File: src/pin_logic_cfg.svh
// Purpose: constants for the processor pin-state and reset logic
// Assumes: included by bare name; one 25 MHz clock stands in for the 2x input clock
// Notes: synchroniser vector bit positions, reset values and fixed codes
//
// Behaviour
// - output clock is half the input clock rate, 50% duty, toggling every cycle
// - reset request aborts bus cycle, initialises state, defines pins, asserts reset indication
// - on reset release realign output clock phase, then fetch from 0FFF0H
// - reset indication stays asserted exactly while reset request is asserted
// - test/busy pin sampled in reset selects coprocessor attach mode
// - in regular mode the wait instruction stalls until the test pin reads low
// - non-maskable interrupt edge is latched and serviced as type 2
// - address phase drives address on shared bus, data phase moves 8 or 16 bits
// - shared bus floats in hold and reset, retains its value in powerdown
// - each output has a defined state in hold, reset, idle and powerdown
// - output clock and oscillator drive stay active in hold, reset, powerdown
// - reset indication low in hold and powerdown, high in reset
// - after powerdown wait on exit timer pin; pin weak-high hold, float reset, high powerdown
// - coprocessor mode turns three of four mid-range selects into handshake lines
`ifndef PIN_LOGIC_CFG_SVH
`define PIN_LOGIC_CFG_SVH

`define SYNC_W 7
`define SY_RST_N 0
`define SY_BUSY 1
`define SY_NMI 2
`define SY_HOLD 3
`define SY_UCS_N 4
`define SY_LCS_N 5
`define SY_PDT 6
`define SYNC_INIT 7'h70

`define RESET_FETCH_ADDR 20'h0FFF0
`define NMI_TYPE 8'h02
`define COPROC_MCS_MASK 4'hB
`define MCS_RESET 4'hF

`endif

File: src/pin_logic_pkg.sv
// Purpose: types shared by the pin-state and reset logic
// Assumes: nothing beyond SystemVerilog packages
// Notes: per-pin tables give the state in reset, powerdown, hold and idle
package pin_logic_pkg;

	typedef enum logic [2:0] {
		MODE_RUN = 3'b000,
		MODE_IDLE = 3'b001,
		MODE_HOLD = 3'b010,
		MODE_PD = 3'b011,
		MODE_RESET = 3'b100
	} op_mode_t;

	typedef enum logic [1:0] {
		BUS_IDLE = 2'b00,
		BUS_ADDR = 2'b01,
		BUS_DATA = 2'b10,
		BUS_END = 2'b11
	} bus_state_t;

	typedef enum logic [2:0] {
		PS_HIGH = 3'b000,
		PS_LOW = 3'b001,
		PS_FLOAT = 3'b010,
		PS_ACTIVE = 3'b011,
		PS_RETAIN = 3'b100
	} pin_state_t;

	typedef struct packed {
		pin_state_t rst;
		pin_state_t pd;
		pin_state_t hold;
		pin_state_t idle;
	} pin_tbl_t;

	typedef struct packed {
		logic oe;
		logic [15:0] val;
	} pin_drv_t;

	// weak pull-up of the exit timer pin in hold is shown as float
	localparam pin_tbl_t AD_TBL = '{PS_FLOAT, PS_RETAIN, PS_FLOAT, PS_RETAIN};
	localparam pin_tbl_t ALE_TBL = '{PS_LOW, PS_LOW, PS_LOW, PS_LOW};
	localparam pin_tbl_t RSTIND_TBL = '{PS_HIGH, PS_LOW, PS_LOW, PS_ACTIVE};
	localparam pin_tbl_t PDT_TBL = '{PS_FLOAT, PS_HIGH, PS_FLOAT, PS_ACTIVE};

	typedef struct packed {
		logic clk_half;
		logic osc;
		logic in_reset;
		logic rst_ind;
		logic coproc;
		logic all_float_test_mode;
		op_mode_t mode;
		bus_state_t bus;
		logic [15:0] ad;
		logic [1:0] ad_oe;
		logic ale;
		logic wr;
		logic word;
		logic [15:0] wdata;
		logic [15:0] rdata;
		logic done;
		logic hlda;
		logic pd;
		logic pd_exit;
		logic pdt_oe;
		logic pdt;
		logic stall;
		logic restart;
		logic [19:0] fetch_addr;
		logic outs_en;
		logic [3:0] mcs_n;
		logic run;
	} pin_st_t;

	function automatic pin_drv_t pin_apply(pin_tbl_t t, op_mode_t m, logic [15:0] act,
		logic [15:0] last, logic act_oe);
		pin_state_t ps;
		pin_drv_t r;
		case (m)
			MODE_RESET: ps = t.rst;
			MODE_PD: ps = t.pd;
			MODE_HOLD: ps = t.hold;
			MODE_IDLE: ps = t.idle;
			default: ps = PS_ACTIVE;
		endcase
		case (ps)
			PS_HIGH: r = '{oe: 1'b1, val: 16'hFFFF};
			PS_LOW: r = '{oe: 1'b1, val: 16'h0000};
			PS_FLOAT: r = '{oe: 1'b0, val: last};
			PS_RETAIN: r = '{oe: act_oe, val: last};
			default: r = '{oe: act_oe, val: act};
		endcase
		return r;
	endfunction

endpackage

File: src/pin_sync3.sv
// Purpose: three-stage synchroniser with agreement filter for pin inputs
// Assumes: inputs are asynchronous to mclk_in
// Notes: stage one feeds only stage two; output moves when stages two and three agree
module pin_sync3 #(
	parameter int WIDTH = 1,
	parameter logic [WIDTH-1:0] INIT = '0
) (
	// clock and reset
	input wire logic mclk_in,
	input wire logic arst_n_in,
	input wire logic clk_en_in,
	// pins
	input wire logic [WIDTH-1:0] pin_in,
	output logic [WIDTH-1:0] sync_out
);
	typedef struct packed {
		logic [WIDTH-1:0] s1;
		logic [WIDTH-1:0] s2;
		logic [WIDTH-1:0] s3;
		logic [WIDTH-1:0] q;
	} sync_st_t;

	sync_st_t st_r;
	sync_st_t st_nxt;

	always_comb begin
		st_nxt = st_r;
		st_nxt.s1 = pin_in;
		st_nxt.s2 = st_r.s1;
		st_nxt.s3 = st_r.s2;
		for (int i = 0; i < WIDTH; i++) begin
			if (st_r.s2[i] == st_r.s3[i]) begin
				st_nxt.q[i] = st_r.s3[i];
			end
		end
	end

	always_ff @(posedge mclk_in or negedge arst_n_in) begin
		if (!arst_n_in) begin
			st_r <= {INIT, INIT, INIT, INIT};
		end else if (clk_en_in) begin
			st_r <= st_nxt;
		end
	end

	assign sync_out = st_r.q;
endmodule

File: src/nmi_latch.sv
// Purpose: catches a rising edge of the synchronised interrupt level
// Assumes: level_in already synchronised to mclk_in
// Notes: a new edge in the acknowledge cycle keeps the request pending
module nmi_latch (
	// clock and reset
	input wire logic mclk_in,
	input wire logic arst_n_in,
	input wire logic clk_en_in,
	// control
	input wire logic flush_in,
	input wire logic level_in,
	input wire logic ack_in,
	output logic pending_out,
	output logic edge_out
);
	typedef struct packed {
		logic prev;
		logic pend;
		logic edge_seen;
	} nmi_st_t;

	nmi_st_t st_r;
	nmi_st_t st_nxt;

	always_comb begin
		st_nxt = st_r;
		st_nxt.prev = level_in;
		st_nxt.edge_seen = level_in && !st_r.prev;
		if (flush_in) begin
			st_nxt.pend = 1'b0;
			st_nxt.edge_seen = 1'b0;
		end else begin
			if (ack_in) begin
				st_nxt.pend = 1'b0;
			end
			if (level_in && !st_r.prev) begin
				st_nxt.pend = 1'b1;
			end
		end
	end

	always_ff @(posedge mclk_in or negedge arst_n_in) begin
		if (!arst_n_in) begin
			st_r <= '0;
		end else if (clk_en_in) begin
			st_r <= st_nxt;
		end
	end

	assign pending_out = st_r.pend;
	assign edge_out = st_r.edge_seen;
endmodule

File: src/pin_state_ctrl.sv
// Purpose: pin-level control of the processor: clock, reset, straps, bus pins, pin states
// Assumes: mclk_in is the double-rate input clock; core-side signals are on mclk_in
// Notes: pin states follow reset, powerdown, hold, idle, regular in that order
`include "pin_logic_cfg.svh"

module pin_state_ctrl (
	// clock, reset, enable
	input wire logic mclk_in,
	input wire logic arst_n_in,
	input wire logic clk_en_in,
	// asynchronous pins
	input wire logic reset_request_n_in,
	input wire logic test_busy_in,
	input wire logic nmi_in,
	input wire logic hold_req_in,
	input wire logic upper_memory_select_n_in,
	input wire logic lower_memory_select_n_in,
	input wire logic powerdown_exit_timer_pin_in,
	input wire logic [15:0] shared_addr_data_bus_in,
	// core side
	input wire logic bus_req_in,
	input wire logic bus_write_in,
	input wire logic bus_word_in,
	input wire logic [15:0] bus_addr_in,
	input wire logic [15:0] bus_wdata_in,
	input wire logic wait_exec_in,
	input wire logic idle_req_in,
	input wire logic powerdown_req_in,
	input wire logic wake_in,
	input wire logic nmi_ack_in,
	input wire logic [3:0] mid_range_select_n_in,
	input wire logic [3:0] coproc_handshake_in,
	// pins out
	output logic half_rate_clock_out,
	output logic oscillator_drive_pin_out,
	output logic reset_indication_out,
	output logic ale_out,
	output logic [15:0] shared_addr_data_bus_out,
	output logic [1:0] shared_addr_data_bus_oe_out,
	output logic powerdown_exit_timer_pin_out,
	output logic powerdown_exit_timer_pin_oe_out,
	output logic [3:0] mid_range_select_n_out,
	output logic pins_drive_en_out,
	output logic hold_ack_out,
	// core side out
	output logic [15:0] bus_rdata_out,
	output logic bus_done_out,
	output logic stall_out,
	output logic nmi_pending_out,
	output logic [7:0] nmi_type_out,
	output logic restart_fetch_out,
	output logic [19:0] fetch_addr_out,
	output logic coproc_mode_out,
	output logic all_float_test_mode_out,
	output logic core_run_out
);
	import pin_logic_pkg::*;

	pin_st_t st_r;
	pin_st_t st_nxt;
	logic [`SYNC_W-1:0] sy;
	logic nmi_pend;
	logic nmi_edge;
	logic rst_w;
	logic release_w;
	logic accept_w;
	pin_drv_t ad_d;
	pin_drv_t ale_d;
	pin_drv_t ri_d;
	pin_drv_t pdt_d;

	pin_sync3 #(
		.WIDTH(`SYNC_W),
		.INIT(`SYNC_INIT)
	) u_sync (
		.mclk_in(mclk_in),
		.arst_n_in(arst_n_in),
		.clk_en_in(clk_en_in),
		.pin_in({powerdown_exit_timer_pin_in, lower_memory_select_n_in,
			upper_memory_select_n_in, hold_req_in, nmi_in, test_busy_in,
			reset_request_n_in}),
		.sync_out(sy)
	);

	nmi_latch u_nmi (
		.mclk_in(mclk_in),
		.arst_n_in(arst_n_in),
		.clk_en_in(clk_en_in),
		.flush_in(rst_w),
		.level_in(sy[`SY_NMI]),
		.ack_in(nmi_ack_in),
		.pending_out(nmi_pend),
		.edge_out(nmi_edge)
	);

	assign rst_w = !sy[`SY_RST_N];
	assign release_w = st_r.in_reset && !rst_w;
	assign accept_w = (st_r.bus == BUS_IDLE) && bus_req_in && !sy[`SY_HOLD] && !st_r.hlda
		&& !st_r.pd && !st_r.pd_exit && !idle_req_in && !rst_w;

	always_comb begin
		st_nxt = st_r;
		st_nxt.in_reset = rst_w;
		st_nxt.restart = 1'b0;
		st_nxt.done = 1'b0;
		st_nxt.osc = !st_r.osc;
		st_nxt.clk_half = release_w ? 1'b0 : !st_r.clk_half;
		st_nxt.rst_ind = rst_w;
		if (rst_w) begin
			// abort any cycle and sample the straps while reset is held
			st_nxt.bus = BUS_IDLE;
			st_nxt.ad_oe = 2'b00;
			st_nxt.ale = 1'b0;
			st_nxt.hlda = 1'b0;
			st_nxt.pd = 1'b0;
			st_nxt.pd_exit = 1'b0;
			st_nxt.stall = 1'b0;
			st_nxt.run = 1'b0;
			st_nxt.coproc = sy[`SY_BUSY];
			st_nxt.all_float_test_mode = !sy[`SY_UCS_N] && !sy[`SY_LCS_N];
		end else begin
			if (release_w) begin
				st_nxt.restart = 1'b1;
				st_nxt.fetch_addr = `RESET_FETCH_ADDR;
			end
			// same pin is test in regular mode and busy in coprocessor mode
			st_nxt.stall = wait_exec_in && sy[`SY_BUSY];
			if (sy[`SY_HOLD] && st_r.bus == BUS_IDLE && !st_r.pd && !st_r.pd_exit) begin
				st_nxt.hlda = 1'b1;
			end else if (!sy[`SY_HOLD]) begin
				st_nxt.hlda = 1'b0;
			end
			if (st_r.pd) begin
				if (wake_in) begin
					st_nxt.pd = 1'b0;
					st_nxt.pd_exit = 1'b1;
				end
			end else if (st_r.pd_exit) begin
				if (!sy[`SY_PDT]) begin
					st_nxt.pd_exit = 1'b0;
				end
			end else if (powerdown_req_in && st_r.bus == BUS_IDLE && !st_r.hlda && !accept_w) begin
				st_nxt.pd = 1'b1;
			end
			st_nxt.run = !st_nxt.pd && !st_nxt.pd_exit;
			case (st_r.bus)
				BUS_IDLE: begin
					if (accept_w) begin
						st_nxt.ad = bus_addr_in;
						st_nxt.ad_oe = 2'b11;
						st_nxt.ale = 1'b1;
						st_nxt.wr = bus_write_in;
						st_nxt.word = bus_word_in;
						st_nxt.wdata = bus_wdata_in;
						st_nxt.bus = BUS_ADDR;
					end
				end
				BUS_ADDR: begin
					st_nxt.ale = 1'b0;
					if (st_r.wr) begin
						st_nxt.ad = st_r.wdata;
						st_nxt.ad_oe = st_r.word ? 2'b11 : 2'b01;
					end else begin
						st_nxt.ad_oe = 2'b00;
					end
					st_nxt.bus = BUS_DATA;
				end
				BUS_DATA: begin
					if (!st_r.wr) begin
						st_nxt.rdata = st_r.word ? shared_addr_data_bus_in
							: {8'h00, shared_addr_data_bus_in[7:0]};
					end
					st_nxt.done = 1'b1;
					st_nxt.bus = BUS_END;
				end
				BUS_END: begin
					st_nxt.ad_oe = 2'b00;
					st_nxt.bus = BUS_IDLE;
				end
				default: begin
					st_nxt.bus = BUS_IDLE;
				end
			endcase
		end
		// pin state priority
		if (rst_w) begin
			st_nxt.mode = MODE_RESET;
		end else if (st_nxt.pd) begin
			st_nxt.mode = MODE_PD;
		end else if (st_nxt.hlda) begin
			st_nxt.mode = MODE_HOLD;
		end else if (idle_req_in) begin
			st_nxt.mode = MODE_IDLE;
		end else begin
			st_nxt.mode = MODE_RUN;
		end
		st_nxt.outs_en = !st_nxt.all_float_test_mode;
		st_nxt.mcs_n = st_nxt.coproc ? ((mid_range_select_n_in & ~`COPROC_MCS_MASK)
			| (coproc_handshake_in & `COPROC_MCS_MASK)) : mid_range_select_n_in;
		if (rst_w) begin
			st_nxt.mcs_n = `MCS_RESET;
		end
	end

	// per-pin states applied to the nominal values
	assign ad_d = pin_apply(AD_TBL, st_nxt.mode, st_nxt.ad, st_r.ad, |st_nxt.ad_oe);
	assign ale_d = pin_apply(ALE_TBL, st_nxt.mode, {15'h0000, st_nxt.ale}, {15'h0000, st_r.ale},
		1'b1);
	assign ri_d = pin_apply(RSTIND_TBL, st_nxt.mode, {15'h0000, st_nxt.rst_ind},
		{15'h0000, st_r.rst_ind}, 1'b1);
	assign pdt_d = pin_apply(PDT_TBL, st_nxt.mode, 16'h0000, {15'h0000, st_r.pdt}, 1'b0);

	always_ff @(posedge mclk_in or negedge arst_n_in) begin
		if (!arst_n_in) begin
			st_r <= '0;
			st_r.in_reset <= 1'b1;
			st_r.rst_ind <= 1'b1;
			st_r.mode <= MODE_RESET;
			st_r.mcs_n <= `MCS_RESET;
			st_r.outs_en <= 1'b1;
		end else if (clk_en_in) begin
			st_r <= st_nxt;
			st_r.ad <= ad_d.val;
			st_r.ad_oe <= (ad_d.oe && !st_nxt.all_float_test_mode) ? st_nxt.ad_oe : 2'b00;
			st_r.ale <= ale_d.val[0];
			st_r.rst_ind <= ri_d.val[0];
			st_r.pdt <= pdt_d.val[0];
			st_r.pdt_oe <= pdt_d.oe && !st_nxt.all_float_test_mode;
		end
	end

	assign half_rate_clock_out = st_r.clk_half;
	assign oscillator_drive_pin_out = st_r.osc;
	assign reset_indication_out = st_r.rst_ind;
	assign ale_out = st_r.ale;
	assign shared_addr_data_bus_out = st_r.ad;
	assign shared_addr_data_bus_oe_out = st_r.ad_oe;
	assign powerdown_exit_timer_pin_out = st_r.pdt;
	assign powerdown_exit_timer_pin_oe_out = st_r.pdt_oe;
	assign mid_range_select_n_out = st_r.mcs_n;
	assign pins_drive_en_out = st_r.outs_en;
	assign hold_ack_out = st_r.hlda;
	assign bus_rdata_out = st_r.rdata;
	assign bus_done_out = st_r.done;
	assign stall_out = st_r.stall;
	assign nmi_pending_out = nmi_pend;
	assign nmi_type_out = `NMI_TYPE;
	assign restart_fetch_out = st_r.restart;
	assign fetch_addr_out = st_r.fetch_addr;
	assign coproc_mode_out = st_r.coproc;
	assign all_float_test_mode_out = st_r.all_float_test_mode;
	assign core_run_out = st_r.run;
endmodule

File: config.mk
export PLATFORM = sky130hd
export DESIGN_NAME = pin_state_ctrl
export DESIGN_NICKNAME = d
export VERILOG_FILES = /design/src/pin_logic_pkg.sv /design/src/pin_sync3.sv /design/src/nmi_latch.sv /design/src/pin_state_ctrl.sv
export VERILOG_INCLUDE_DIRS = /design/src
export SDC_FILE = /design/constraint.sdc
export NUM_CORES = 1
export LEC_CHECK = 0
export BUFFER_PORTS_ARGS = -buffer_cell sky130_fd_sc_hd__buf_2
export CAP_MARGIN = 40
export CORE_MARGIN = 4
export CORE_UTILIZATION = 25
export DETAILED_ROUTE_END_ITERATION = 7
export MAX_ROUTING_LAYER = met4
export PLACE_DENSITY_LB_ADDON = 0.1
export SLEW_MARGIN = 20
export SYNTH_ARGS = -nofsm -noshare
export SYNTH_HDL_FRONTEND = slang
export SYNTH_HIERARCHICAL = 1
export SYNTH_SLANG_ARGS = --single-unit
File: constraint.sdc
create_clock -name mclk_in -period 3.7 [get_ports mclk_in]
set_input_delay 0.37 -clock mclk_in [delete_from_list [all_inputs] [get_ports mclk_in]]
set_output_delay 0.37 -clock mclk_in [all_outputs]
set_load 0.05 [all_outputs]
# Yosys cells after proc, flatten, opt, wreduce, memory -nomap -nowiden
# Cells that the tools add are included.
# W data, S select, Z words.
[classes]
bitwise = 9
reduce_logical = 64
mux = 48
n_eq_ne = 32
[op_table]
columns = ["op", "count"]
rows = [
  ["$pmux W17 S4", 1],
  ["$pmux W17 S3", 1],
  ["$mux W16", 3],
  ["$mux W21", 2],
  ["$mux W39", 1],
  ["$pmux W16 S2", 1],
  ["$mux W2", 11],
  ["$logic_and A1 B1 Y1", 20],
  ["$reduce_and A2 Y1", 10],
  ["$eq A3 B2 Y1 const B", 6],
  ["$eq A3 B1 Y1 const B", 5],
  ["$eq A3 B3 Y1 const B", 5],
  ["$logic_not A1 Y1", 15],
  ["$mux W1", 15],
  ["$logic_not A3 Y1", 4],
  ["$ne A5 B5 Y1 const B", 2],
  ["$reduce_or A2 Y1", 5],
  ["$mux W3", 3],
  ["$mux W4", 2],
  ["$not A1 Y1", 8],
  ["$pmux W1 S4", 2],
  ["$pmux W2 S2", 2],
  ["$pmux W2 S4", 1],
  ["$reduce_and A4 Y1", 2],
  ["other kinds (18)", 26],
]
[word_totals]
ff_bits = 106
inputBits = 74

# Longest topological paths before layout
[logic_depth]
ltp_word = 25
ltp_mapped = 13

# By module
# The synthesis kept the hierarchy.
[modules_own_cells]
columns = ["module", "area_each_um2", "seq_area_each_um2", "cells_each", "instances"]
rows = [
  ["pin_state_ctrl", 4008.8, 1910.6, 381, 1],
  ["pin_sync3", 1209.9, 715.7, 85, 1],
  ["nmi_latch", 132.6, 75.1, 9, 1],
]

# Least setup slack after synthesis
# Ideal clock, no wire load.
[synth_path]
kind = "flip-flop to flip-flop"
from = "reg st_r[87] (netlist bit)"
to = "reg st_r, in the netlist shared_addr_data_bus_out[10]"
setup_ns = 0.073
required_time_ns = 3.627
t_arrival_ns = 2.918
slack_ns = 0.709
path_stages_with_launch = 13
cell_sequence = "dfrtp_1 -> inv_1 -> ha_1 -> or3b_2 -> a2111o_1 -> a21boi_0 -> nand2_1 -> nand2_1 -> ha_1 -> a2111oi_4 -> buf_6 -> nor2_1 -> a21oi_2"
[synth_between]
elab_chain_len = 23
word_cells_on_any_way = 46
cone_classes = "eq/ne: 10; mux: 13; bitwise: 2; reduce/logical: 21"
[synth_rtl]
columns = ["element", "line", "rtl"]
rows = [
  ["start, declared", "pin_state_ctrl.sv:59", "pin_st_t st_r;"],
  ["start signal, assigned", "pin_state_ctrl.sv:222", "st_r <= st_nxt;"],
  ["$logic_not A2 Y1", "n/a", ""],
  ["$logic_and A1 B1 Y1 (7 in series)", "pin_state_ctrl.sv:98", "assign accept_w = (st_r.bus == BUS_IDLE) && bus_req_in && !sy[`SY_HOLD] && !st_r.hlda"],
  ["$logic_not A1 Y1", "pin_state_ctrl.sv:142", "end else if (powerdown_req_in && st_r.bus == BUS_IDLE && !st_r.hlda && !accept_w) begin"],
  ["$logic_and A1 B1 Y1", "pin_state_ctrl.sv:142", ""],
  ["$mux W1", "pin_state_ctrl.sv:142", ""],
  ["$mux W1", "pin_state_ctrl.sv:138", "end else if (st_r.pd_exit) begin"],
  ["$mux W2", "pin_state_ctrl.sv:133", "if (st_r.pd) begin"],
  ["$mux W2", "pin_state_ctrl.sv:109", "if (rst_w) begin"],
  ["$mux W3", "pin_state_ctrl.sv:109", ""],
  ["$mux W2", "pin_state_ctrl.sv:188", "end else if (st_nxt.pd) begin"],
  ["$mux W3", "pin_state_ctrl.sv:186", "if (rst_w) begin"],
  ["$eq A3 B2 Y1 (tied with other cells)", "pin_logic_pkg.sv:81", "case (m)"],
  ["$reduce_or A2 Y1 (no line)", "n/a", ""],
  ["$pmux W3 S2", "pin_logic_pkg.sv:81", ""],
  ["$eq A3 B1 Y1 (tied with other cells)", "pin_logic_pkg.sv:88", "case (ps)"],
  ["$ne A4 B2 Y1 (no line) (tied with other cells)", "n/a", ""],
  ["$reduce_and A7 Y1 (no line)", "n/a", ""],
]
# Several ways; a longest one is shown, not always the timed one. The select of a mux whose other input is x is not followed.
# A chain may end at the register's enable or synchronous reset.

# Worst setup path after layout
[layout_path]
from = "reg st_r, in the netlist hold_ack_out"
to = "reg st_r, in the netlist shared_addr_data_bus_oe_out[1]"
[layout_between]
elab_chain_len = 22
word_cells_on_any_way = 37
cone_classes = "eq/ne: 7; mux: 16; reduce/logical: 14"
[layout_rtl]
columns = ["element", "line", "rtl"]
rows = [
  ["$logic_not A1 Y1", "pin_state_ctrl.sv:98, pin_state_ctrl.sv:142", ""],
  ["$logic_and A1 B1 Y1 (5 in series)", "pin_state_ctrl.sv:98", ""],
  ["$logic_not A1 Y1", "pin_state_ctrl.sv:142", ""],
  ["$logic_and A1 B1 Y1", "pin_state_ctrl.sv:142", ""],
  ["$mux W1", "pin_state_ctrl.sv:142", ""],
  ["$mux W1", "pin_state_ctrl.sv:138", ""],
  ["$mux W2", "pin_state_ctrl.sv:133", ""],
  ["$mux W2", "pin_state_ctrl.sv:109", ""],
  ["[... 2 more ...]", "n/a", ""],
  ["$mux W3", "pin_state_ctrl.sv:186", ""],
  ["$eq A3 B2 Y1 (tied with other cells)", "pin_logic_pkg.sv:81", ""],
  ["$reduce_or A2 Y1 (no line)", "n/a", ""],
  ["$pmux W3 S2", "pin_logic_pkg.sv:81", ""],
  ["$eq A3 B3 Y1 (tied with other cells)", "pin_logic_pkg.sv:88", ""],
  ["$pmux W17 S4", "pin_logic_pkg.sv:88", ""],
  ["$logic_and A1 B1 Y1", "pin_state_ctrl.sv:224", "st_r.ad_oe <= (ad_d.oe && !st_nxt.all_float_test_mode) ? st_nxt.ad_oe : 2'b00;"],
  ["$mux W2 (*)", "pin_state_ctrl.sv:224", ""],
]
# Mark *: on every way between the ends. The rest lies on a longest branch, timed or not. The select of a mux whose other input is x is not followed.

==> flow_metrics.py <==
metrics = {
    "run_status": {
        "status": "finished, final reports clean",
    },
    "place": {
        "finalWeightedCongestion": 0.7585,
        "hpwl_mm": 8.657,
        "io_buffers": 137,
    },
    "floorplanning": {
        "dieHeight_um": 153.8,
        "row_count": 53,
        "die_w_um": 153.8,
        "die-area_mm2": 0.02366,
        "pin_count": 155,
        "core-area_mm2": 0.02096,
        "initial_core_util_pct": 25.36,
    },
    "finish": {
        "syn_to_final_growth_pct": 15.07,
        "drive_gt1_share_pct": 45.05,
        "nets": 631,
        "postLayoutCoreUtil_pct": 29.19,
    },
    "clocking": {
        "cts_tree": "built",
        "cts_setup_buffers": 0,
        "numClockSinks": 106,
        "cts_buffers": 9,
        "insertion_delay_ns": 0.35,
        "h-tree-depth": 3,
        "postCtsHoldBufs": 0,
        "clk_pin_slew_ns": 0.07,
        "cts.path.max_buffers": 2,
        "clock_tree.root_cell": "clkbuf_16",
        "cts_resized": 0,
    },
    "worst_setup_path": {
        "worstPathRequired_ns": 3.89,
        "arrival_ns": 3.52,
        "worstPathMaxFanout": 9,
        "critPathCapture": "shared_addr_data_bus_oe_out[1]$_DFFE_PN0P_",
        "regToRegEndpoint": "shared_addr_data_bus_oe_out[1]$_DFFE_PN0P_",
        "crit_start": "hold_ack_out$_DFFE_PN0P_",
        "r2r_start": "hold_ack_out$_DFFE_PN0P_",
        "start_kind": "flip-flop",
        "reg2reg_slack_ns": 0.37,
        "critPathKind": "flip-flop to flip-flop",
        "reg2reg_depth": 11,
        "worstSetupEndpointType": "flip-flop",
    },
    "power_and_ir_drop": {
        "finalPower_w": 0.004985,
        "power.leakage_nw": 2.859,
        "power_density_mw_per_mm2": 815.0,
        "vdd_ir_drop_max_mv": 0.3347,
    },
    "global_routing": {
        "grt_pass1_vias": 3628,
        "antenna_found_initial": 1,
        "track_usage_pct": 10.66,
        "grt_pass1_wl_mm": 19.38,
        "grt_max_degree": 67,
        "overflow": 0,
    },
    "synth": {
        "synth_area_mm2": 0.005315,
        "postSynthCellCount": 473,
        "postSynthAreaPerCell_um2": 11.24,
        "ys.warnings.count": 6,
    },
    "timing": {
        "tns_ns": 0,
        "fin_crit_ns": 3.325,
        "clock_skew_ns": 0.01082,
        "setup_viol": 0,
        "relSlewSlack_pct": 52.78,
        "final.period_utilization_pct": 89.88,
        "tightest_slew_ns": 0.7083,
        "hold_viol_final": 0,
        "drv_slew": 0,
        "fmax_mhz": 300.7,
        "grt_setup_unrepaired": "false",
    },
    "routing": {
        "vias_per_cell": 4.262,
        "antenna_left": 0,
        "drt-initial-drc-count": 130,
        "wirelength_mm": 12.30,
        "vias": 3542,
        "wl_per_cell_um": 14.80,
        "drc": 0,
        "firstDrtPassIters": 4,
    },
    "job": {
        "max_cap_viol_count": 0,
    },
    "min_path": {
        "hold_class": "input port to async pin",
    },
}
[registers in the layout, summed over array words and instances, names as in the netlist, 2 cells and up]
| name | count |
|---|---|
| shared_addr_data_bus_out | 16 |
| shared_addr_data_bus_oe_out | 2 |
| mid_range_select_n_out | 4 |
| st_r | 23 |
| u_sync/sync_out | 7 |
| bus_rdata_out | 16 |
| u_sync/st_nxt | 14 |
| u_sync/st_r | 7 |
[per-layer routing]
layer	part of all wire, %	global-route usage (%)
met5	0	-
met4	1.4	3.911
met3	6.0	2.589
met2	48	17.21
met1	44	13.02
[metrics by stage]
stage / setup slack (ns) / area (µm²) / cells / hold WS, ns
detailed placement: 0.3421 / 5793 / 814 / 0.4564
finish: 0.3746 / 6116 / 831 / 0.05462
CTS: 0.3636 / 6102 / 829 / 0.07593
floorplan: 0.7086 / 5368 / 487 / 0.07441
global route: 0.04478 / 6116 / 831 / 0.1086
global placement: 0.3745 / 5793 / 814 / 0.4500
[area by class of cell]
type                            instances  area [µm²]
Multi-Input combinational cell        269        1932
Tap cell                              275       344.1
Clock inverter                          5       80.08
Timing Repair Buffer                  145       777.0
Sequential cell                       106        2676
Fill cell                            2250       14840
Clock buffer                           10       229.0
Inverter                               20       75.07
Antenna cell                            1       2.502
[critical path, cell delays in order, from the launching register on]
cell and delay (ns):
dfrtp_1 0.49, nor4b_4 0.45, a2111o_1 0.22, a21boi_0 0.55, inv_1 0.13, o21a_1 0.21, ha_1 0.33, inv_1 0.06
a221oi_1 0.23, o211ai_1 0.24, o2111ai_1 0.15, o21ai_0 0.11
[cells in the final DEF (no fill, tap or decap), drive strengths merged, types with 2 or more instances in the layout]
| master | instances |
|---|---|
| dfrtp | 87 |
| buf | 145 |
| ha | 6 |
| o21ai | 23 |
| a21o | 6 |
| o2bb2ai | 2 |
| nor2 | 30 |
| and2b | 2 |
| nand4 | 3 |
| a21oi | 27 |
| a31oi | 2 |
| o31ai | 2 |
| mux2 | 48 |
| nand2b | 4 |
| nand3 | 7 |
| and2 | 2 |
| a22o | 6 |
| bufinv | 2 |
| nor3 | 2 |
| nor3b | 4 |
| nand2 | 32 |
| o211ai | 2 |
| a22oi | 17 |
| inv | 20 |
| clkbuf | 10 |
| conb | 16 |
| clkinv | 2 |
| or2b | 5 |
| mux2i | 3 |
| dfstp | 19 |
| o22ai | 3 |
[report_power, final]
group          internal, W  switching (W)
Clock             0.000589       0.000424
Combinational     0.000652        0.00147
Sequential         0.00158       0.000277
[worst min-delay path by stage]
stage,slack (ns),to,startpoint,depth (start not counted)
2_1_floorplan,0.07,ale_out$_DFFE_PN0P_,arst_n_in,0
3_3_place_gp,0.45,oscillator_drive_pin_out$_DFFE_PN0P_,oscillator_drive_pin_out$_DFFE_PN0P_,1
3_5_place_dp,0.46,u_sync/st_nxt[15]$_DFFE_PN0P_,arst_n_in,1
4_1_cts,0.08,u_sync/st_nxt[16]$_DFFE_PN0P_,arst_n_in,1
5_1_grt,0.11,u_sync/st_nxt[16]$_DFFE_PN0P_,arst_n_in,1
6_report,0.05,u_sync/st_nxt[16]$_DFFE_PN0P_,arst_n_in,1
No activity file was read; power rests on OpenSTA's default activity.
